### src/inc/acqif_pkg.sv
// Package for the eight channel converter bus interface.
// Assumes a single 250 MHz system clock shared by both ends.
package acqif_pkg;
  localparam int CLK_PERIOD_NS = 4;
  // Conversion time in nanoseconds and derived cycle counts.
  localparam int CONV_TIME_NS = 25000;
  localparam int CONV_CYCLES = (CONV_TIME_NS + CLK_PERIOD_NS - 1) / CLK_PERIOD_NS;
  // Converter clock limit of 1.4 MHz, expressed as a least period in ns.
  localparam int CONV_CLK_MIN_PERIOD_NS = 715;
  // The divider rounds up to whole system clocks, keeping the modelled converter clock at or below the limit.
  localparam int CONV_CLK_DIV = (CONV_CLK_MIN_PERIOD_NS + CLK_PERIOD_NS - 1) / CLK_PERIOD_NS;
  // Converter clock cycles of the sampling phase.
  localparam int SAMPLE_CONV_CLKS = 9;
  localparam int SAMPLE_CYCLES = SAMPLE_CONV_CLKS * CONV_CLK_DIV;
  localparam int DATA_W = 8;
  localparam int CHAN_W = 3;
  localparam logic [15:0] MEM_BASE = 16'h8000;
  localparam logic [7:0] PORT_DIR_CFG = 8'h7F;
  localparam int PORT_CHAN_LSB = 4;
  localparam int ADDR_DECODE_BIT = 15;
  localparam logic [DATA_W-1:0] RESULT_RST = 8'h00;
  localparam logic [CHAN_W-1:0] CHAN_RST = 3'h0;
  typedef enum logic [1:0] {
    ACQIF_IDLE = 2'b00,
    ACQIF_SAMPLE = 2'b01,
    ACQIF_CONVERT = 2'b11,
    ACQIF_DONE = 2'b10
  } acqif_state_t;
endpackage : acqif_pkg

### src/inc/acqif_if.sv
// Interface joining the converter device end and the controller end.
// Assumes both ends run on one clock; the data bus is carried as separate data and enable signals.
`timescale 1ns/100ps
`default_nettype none
interface acqif_if;
  logic [2:0] chan_addr;
  logic channel_latch_load;
  logic conversion_kick_pulse;
  logic output_drive_enable;
  logic end_of_conv;
  logic [7:0] data_out;
  logic [7:0] data_oe;
  modport device (
    input chan_addr,
    input channel_latch_load,
    input conversion_kick_pulse,
    input output_drive_enable,
    output end_of_conv,
    output data_out,
    output data_oe
  );
  modport ctrl (
    output chan_addr,
    output channel_latch_load,
    output conversion_kick_pulse,
    output output_drive_enable,
    input end_of_conv,
    input data_out,
    input data_oe
  );
endinterface : acqif_if
`default_nettype wire

### src/hw/acqif_device.sv
// Device end: channel latch, timed conversion, result latch, gated data drive.
// Assumes a synchronous one-cycle start strobe from the controller end.
// Behaviour
// - Three address bits select one of eight inputs.
// - Eight-bit successive approximation result held in latch.
// - Controller holds channel for nine converter clocks.
// - End-of-conversion rises when new data present.
// - Converter clock at most 1.4 MHz.
// - Converter clock duty 20 to 80 percent.
// - Conversion takes about 25 microseconds.
// - Data driven only while output enable asserted.
// - Address latched on load; result latched.
// - Free-running: start tied to end-of-conversion.
// - Free-running controller reads only while flag high; the code holds output_drive_enable high throughout free-running mode.
// - Port bits six to zero out, seven in.
// - Channel in upper nibble, or base plus n.
// - Memory-mapped write to channel address starts.
// - Strobes decoded from address bit fifteen.
// - Rising end-of-conversion interrupts, then bus read.
`timescale 1ns/100ps
`default_nettype none
module acqif_device #(
  parameter int CONV_CYCLES = acqif_pkg::CONV_CYCLES
) (
  input wire logic clk,
  input wire logic arst_n,
  input wire logic [7:0][7:0] analog_in,
  acqif_if.device bus
);
  acqif_pkg::acqif_state_t state_reg;
  logic [2:0] chan_reg;
  logic [7:0] sample_reg;
  logic [7:0] sar_reg;
  logic [7:0] bit_reg;
  logic [7:0] result_reg;
  logic eoc_reg;
  logic [31:0] cnt_reg;
  logic [7:0] trial;
  // Each SAR step gets an equal share of the conversion time left after the sampling phase.
  localparam int STEP_CYCLES = (CONV_CYCLES - acqif_pkg::SAMPLE_CYCLES) / 8;

  always_ff @(posedge clk or negedge arst_n) begin
    if (!arst_n) begin
      chan_reg <= acqif_pkg::CHAN_RST;
    end else if (bus.channel_latch_load) begin
      chan_reg <= bus.chan_addr;
    end
  end

  assign trial = sar_reg | bit_reg;

  always_ff @(posedge clk or negedge arst_n) begin
    if (!arst_n) begin
      state_reg <= acqif_pkg::ACQIF_IDLE;
      cnt_reg <= 32'h0;
      sample_reg <= 8'h00;
      sar_reg <= 8'h00;
      bit_reg <= 8'h80;
    end else if (bus.conversion_kick_pulse) begin
      state_reg <= acqif_pkg::ACQIF_SAMPLE;
      cnt_reg <= 32'h0;
      sar_reg <= 8'h00;
      bit_reg <= 8'h80;
    end else begin
      case (state_reg)
        acqif_pkg::ACQIF_SAMPLE: begin
          // The input is tracked during the whole sampling phase.
          sample_reg <= analog_in[chan_reg];
          if (cnt_reg == 32'(acqif_pkg::SAMPLE_CYCLES - 1)) begin
            state_reg <= acqif_pkg::ACQIF_CONVERT;
            cnt_reg <= 32'h0;
          end else begin
            cnt_reg <= cnt_reg + 32'h1;
          end
        end
        acqif_pkg::ACQIF_CONVERT: begin
          if (cnt_reg == 32'(STEP_CYCLES - 1)) begin
            cnt_reg <= 32'h0;
            if (trial <= sample_reg) begin
              sar_reg <= trial;
            end
            bit_reg <= bit_reg >> 1;
            if (bit_reg == 8'h01) begin
              state_reg <= acqif_pkg::ACQIF_DONE;
            end
          end else begin
            cnt_reg <= cnt_reg + 32'h1;
          end
        end
        acqif_pkg::ACQIF_DONE: begin
          state_reg <= acqif_pkg::ACQIF_IDLE;
        end
        default: begin
          state_reg <= acqif_pkg::ACQIF_IDLE;
        end
      endcase
    end
  end

  always_ff @(posedge clk or negedge arst_n) begin
    if (!arst_n) begin
      result_reg <= acqif_pkg::RESULT_RST;
      eoc_reg <= 1'b0;
    end else if (bus.conversion_kick_pulse) begin
      eoc_reg <= 1'b0;
    end else if (state_reg == acqif_pkg::ACQIF_DONE) begin
      result_reg <= sar_reg;
      eoc_reg <= 1'b1;
    end
  end

  assign bus.end_of_conv = eoc_reg;
  assign bus.data_out = result_reg;
  assign bus.data_oe = {8{bus.output_drive_enable}};
endmodule : acqif_device
`default_nettype wire

### src/flat_wrapper.sv
// flat-port wrapper written by rule: the top's interface ports become plain ports
module acqif_device_flat 
#(
  parameter int CONV_CYCLES = acqif_pkg::CONV_CYCLES
)
  (clk, arst_n, analog_in, bus_chan_addr, bus_channel_latch_load, bus_conversion_kick_pulse, bus_output_drive_enable, bus_end_of_conv, bus_data_out, bus_data_oe);
  acqif_if bus_i ();
  input wire logic clk;
  input wire logic arst_n;
  input wire logic [7:0][7:0] analog_in;
  input wire logic [$bits(bus_i.chan_addr)-1:0] bus_chan_addr;
  input wire logic [$bits(bus_i.channel_latch_load)-1:0] bus_channel_latch_load;
  input wire logic [$bits(bus_i.conversion_kick_pulse)-1:0] bus_conversion_kick_pulse;
  input wire logic [$bits(bus_i.output_drive_enable)-1:0] bus_output_drive_enable;
  output wire logic [$bits(bus_i.end_of_conv)-1:0] bus_end_of_conv;
  output wire logic [$bits(bus_i.data_out)-1:0] bus_data_out;
  output wire logic [$bits(bus_i.data_oe)-1:0] bus_data_oe;
  assign bus_i.chan_addr = bus_chan_addr;
  assign bus_i.channel_latch_load = bus_channel_latch_load;
  assign bus_i.conversion_kick_pulse = bus_conversion_kick_pulse;
  assign bus_i.output_drive_enable = bus_output_drive_enable;
  assign bus_end_of_conv = bus_i.end_of_conv;
  assign bus_data_out = bus_i.data_out;
  assign bus_data_oe = bus_i.data_oe;
  acqif_device #(.CONV_CYCLES(CONV_CYCLES)) u_core (.clk(clk), .arst_n(arst_n), .analog_in(analog_in), .bus(bus_i));
endmodule
### config.mk
export PLATFORM = sky130hd
export DESIGN_NAME = acqif_device_flat
export DESIGN_NICKNAME = d
export VERILOG_FILES = /design/src/inc/acqif_pkg.sv /design/src/inc/acqif_if.sv /design/src/hw/acqif_device.sv /design/src/flat_wrapper.sv
export SDC_FILE = /design/constraint.sdc
export NUM_CORES = 1
export LEC_CHECK = 0
export BUFFER_PORTS_ARGS = -buffer_cell sky130_fd_sc_hd__buf_2
export CAP_MARGIN = 20
export CORE_ASPECT_RATIO = 1.75
export CORE_UTILIZATION = 59
export CTS_CLUSTER_SIZE = 14
export DETAILED_ROUTE_END_ITERATION = 7
export PLACE_DENSITY = 0.87
export RECOVER_POWER = 100
export SYNTH_ARGS = -nofsm -noshare
export SYNTH_HDL_FRONTEND = slang
export SYNTH_SLANG_ARGS = --single-unit
### constraint.sdc
create_clock -name clk -period 6.1 [get_ports clk]
set_clock_uncertainty 0.05 [all_clocks]
set_input_delay 0.305 -clock clk [delete_from_list [all_inputs] [get_ports clk]]
set_output_delay 0.305 -clock clk [all_outputs]
set_load 0.01 [all_outputs]
---- Yosys cells after proc, flatten, opt, wreduce, memory -nomap -nowiden ----
Cells that the tools add are included.
operators by class
  equality and inequality tests ........... 9
  reduce and logical (&&, ||, !) cells .... 10
  $add $sub $neg .......................... 1
  bitwise gates (word level) .............. 2
  mux-type cells .......................... 20
  magnitude comparators ................... 2
operators by type and width
  cell                                                         number
  two-way mux 32 bit                                           3
  two-way mux 8 bit                                            8
  case mux 32 bit (2 select lines)                             1
  adder 32 x 1 -> 32 bit (second input constant)               1
  == test 32 x 10 -> 1 bit (second input constant)             1
  == test 32 x 11 -> 1 bit (second input constant)             1
  binary-select mux 8 bit (select 3 bit)                       1
  inequality test 3 x 2 -> 1 bit (second input constant)       3
  == test 8 x 1 -> 1 bit (second input constant)               1
  less-or-equal comparator 8 bit                               1
  two-way mux 2 bit                                            4
  OR 8 bit                                                     1
  nonzero test 2 bit                                           4
  AND reduction 2 bit                                          3
  AND reduction 3 bit                                          2
  == test 2 bit (second input constant)                        2
  less-than comparator 3 x 4 -> 1 bit (second input constant)  1
  case mux 2 bit (2 select lines)                              1
  nonzero test 3 bit                                           1
  == test 2 x 1 -> 1 bit (second input constant)               1
  two-way mux 1 bit                                            2
  inverter 1 bit                                               1
word-level totals
  input port bits ......................... 72
  word-level logic and storage cells ...... 52
  register bits ........................... 70
  output and inout bits ................... 17

---- Logic depth before layout (Yosys ltp) ----
  depth in word-level cells ............... 6
  depth in mapped cells ................... 9

---- Least setup slack after synthesis ----
Ideal clock, no wire load.
  path kind ............................... register to register
  start point ............................. reg u_core.cnt_reg[0]
  end point ............................... reg u_core.bit_reg[0]
  cell stages (with the launch flop) ...... 8
  arrival time ............................ 1.814 ns
  setup slack ............................. 4.115 ns
  data required time ...................... 5.929 ns
  setup time .............................. 0.121 ns
  path through ............................ dfrtp_1 inv_1 ha_1 nor4b_4 nand4_4 nor4_4 mux2i_1 nor2_1
on the way
  cells in the longest elaborated chain, start to end .. 3
RTL lines
  element                        line                source
  from (decl)                    acqif_device.sv:37  logic [31:0] cnt_reg;
  from (signal assigned)         acqif_device.sv:73  cnt_reg <= cnt_reg + 32'h1;
  from (signal assigned)         acqif_device.sv:87  cnt_reg <= cnt_reg + 32'h1;
  == test 32 x 10 -> 1 bit       acqif_device.sv:77  if (cnt_reg == 32'(STEP_CYCLES - 1)) begin
  nonzero test 2 bit (no line)   -
  AND reduction 2 bit (no line)  -
  to (signal assigned)           acqif_device.sv:82  bit_reg <= bit_reg >> 1;
  to (decl)                      acqif_device.sv:34  logic [7:0] bit_reg;
Every way passes these cells.
A chain may end at the register's enable or synchronous reset.

==> results.json <==
{
  "fin_crit_sh_pct": 56.2,
  "ctsHoldBuffers": 0,
  "fin_crit_ns": 3.43,
  "async_reset_ff_share_pct": 100,
  "slowest_stage": "clkbuf_1",
  "avgViaCountPerCell": 6.29,
  "finalSetupViolCount": 0,
  "area_growth_pct": 13.8,
  "tightest_slew_ns": 3.66,
  "place_inst": 547,
  "final_max_slew_viol_count": 81,
  "tns_ns": 0,
  "via_count": 3544,
  "pwr-share-comb_pct": 11.1,
  "cts_repair_resize_count": 0,
  "drt-wirelength-per-cell_um": 18.0,
  "slew_headroom_pct": -144,
  "cts.sinks": 70,
  "drt-initial-drc-count": 325,
  "rsz0062_at_grt": "no",
  "clkPwrFrac_pct": 43.8,
  "synth-seq-cells": 70,
  "endpoint_kind": "async pin",
  "ir_worst_vdd_mv": 0.189,
  "drc": 0,
  "die_h_um": 113,
  "cp_data_required_time_ns": 5.65,
  "internal_power_w": 0.000822,
  "numCtsBuffers": 9,
  "arrival_ns": 2.98,
  "io_pins": 89,
  "critPathMaxStageDelay_ns": 2.57,
  "drive_gt1_share_pct": 27.6,
  "ant_nets": 0,
  "cts_tree": "yes",
  "clock_latency_ns": 0.34,
  "synth_top_area_cell": "dfrtp_1",
  "ys_types": 52,
  "drt-pass1-iter-count": 4,
  "fill_cells": 469,
  "synthesis.area_mm2": 0.00419,
  "post_cts_buffers": 0,
  "start_kind": "input port",
  "initial_core_util_pct": 61.1,
  "power.density_mw_per_mm2": 232,
  "seqPwrFrac_pct": 45.1,
  "clk_path_buf_depth": 2,
  "p_sw_share_pct": 25.7,
  "synth_warnings": 0,
  "antenna_found_initial": 0,
  "ys_seq_area_share_pct": 41.8,
  "crit_fanout": 70,
  "ys.flop_type": "dfrtp_1",
  "place_hpwl_um": 7320,
  "p_leak_nw": 2.12,
  "syn_avg_cell_area_um2": 10.3,
  "wirelength_um": 10100,
  "clk_pin_slew_worst_paths_ns": 0.05,
  "gp_congestion": 0.832,
  "synth_most_common_cell": "dfrtp_1",
  "cts-root-buf": "clkbuf_16",
  "min_path_type": "in2reg",
  "antennaDiodeCount": 0,
  "gr-total-overflow": 0,
  "dieArea_mm2": 0.00745,
  "groute.usage.overall_pct": 29.8,
  "synth_nets": 490,
  "synth_edf_count": 0,
  "synth_top_area_share_pct": 41.2,
  "crit_buf_inv": 2,
  "outcome": "finished with violations",
  "maxCapViolations": 3,
  "fin_cells": 563,
  "syn_inst": 408,
  "coreArea_mm2": 0.00686,
  "synth_area_leaders": "dfrtp_1, mux4_2, mux2i_1",
  "grt_pass1_wl_um": 16600,
  "grt_pass1_vias": 3674,
  "hold_viol": 0,
  "largest_reg_flops": 32,
  "placementRows": 40,
  "yosys-top-cells-count": "dfrtp_1, nand2_1, nor2_1",
  "die_w_um": 65.7,
  "critPathTopFamily": "buffers and inverters",
  "violations": "capacitance limit, slew limit",
  "hold_ws_ns": 0.156,
  "grt_max_degree": 71,
  "portBuffers": 79,
  "nets": 556,
  "p_switching_w": 0.000285,
  "fmax_ghz": 0.292,
  "path_cells": "buf_2 -> clkbuf_1",
  "crit_type": "in2async",
  "cts_max_level": 3
}
[layer usage]
metal / global-route usage [%] / part of all wire (%) / up-vias
met1: 32.4 / 36 / 1727
li1: - / - / 1638
met5: 0 / 0 / -
met4: 21.2 / 4.5 / 0
met3: 3.60 / 4.2 / 40
met2: 51.9 / 56 / 139
[path summary, 6_finish.rpt]
kind / startpoint / end / slack, ns / cells after the start
worst max-delay path: arst_n / u_core.bus.data_out[0]$_DFFE_PN0P_ / 2.67 / 2
worst min-delay path: bus_chan_addr[1] / u_core.chan_reg[1]$_DFFE_PN0P_ / 0.16 / 2
worst max register to register: u_core.cnt_reg[0]$_DFFE_PN0P_ / u_core.bit_reg[0]$_DFFE_PN0P_ / 2.68 / 7
max in group clk: u_core.cnt_reg[0]$_DFFE_PN0P_ / u_core.bit_reg[0]$_DFFE_PN0P_ / 2.68 / 7
min in group asynchronous: arst_n / u_core.cnt_reg[16]$_DFFE_PN0P_ / 1.28 / 2
worst min register to register: u_core.bus.end_of_conv$_DFFE_PN0P_ / u_core.bus.end_of_conv$_DFFE_PN0P_ / 0.43 / 1
[area by class of cell]
class | count | area [µm²] | area share (%)
repair buffers | 82 | 399 | 8.37
clock buffers | 9 | 225 | 4.73
clock inverters | 7 | 55.1 | 1.16
multi-input cells | 290 | 2150 | 45.1
flip-flops and latches | 70 | 1750 | 36.8
inverters | 21 | 78.8 | 1.65
well taps | 84 | 105 | 2.21
[power by group through the flow]
stage / logic [W] / clock network [W] / registers [W]
after global placement: 0.000119 / 0 / 0.000505
after CTS: 0.000126 / 0.000490 / 0.000498
final: 0.000123 / 0.000485 / 0.000499
after global routing: 0.000136 / 0.000509 / 0.000501
after floorplan: 0.0000957 / 0 / 0.000492
after detailed placement: 0.000125 / 0 / 0.000507
[per-stage QoR]
step | util (%) | setup slack (ns) | cell area (µm²) | total power, W
6_report | 69.5 | 2.67 | 4770 | 0.00111
5_1_grt | 69.5 | 1.86 | 4770 | 0.00115
4_1_cts | 70.7 | 3.69 | 4850 | 0.00111
3_5_place_dp | 66.6 | 3.72 | 4570 | 0.000631
3_3_place_gp | 66.6 | 3.76 | 4570 | 0.000624
2_1_floorplan | - | 4.11 | 4190 | 0.000587
[cells in the final DEF (no fill, tap or decap), drive strengths merged, types with 16 or more instances in the layout]
master / count
nor2: 33
nand2: 32
dfrtp: 69
inv: 24
mux4: 16
nand3: 19
nand4: 20
o21ai: 21
a21oi: 25
buf: 71
clkbuf: 20
mux2i: 16
[cell families (layout without fill, tap and decap cells)]
family                     after synthesis  after routing  synth area share [%]
and+or+nand+nor                        154            154                  21.8
AOI/OAI and AO/OA                       78             78                  11.6
DFF                                     70             70                  41.8
buffers and inverters                   48            119                  5.32
muxes                                   43             43                  15.4
adders and majority gates               10             10                  2.99
xor gates and xnor gates                 5              5                  1.05
(Power assumes the default switching activity.)
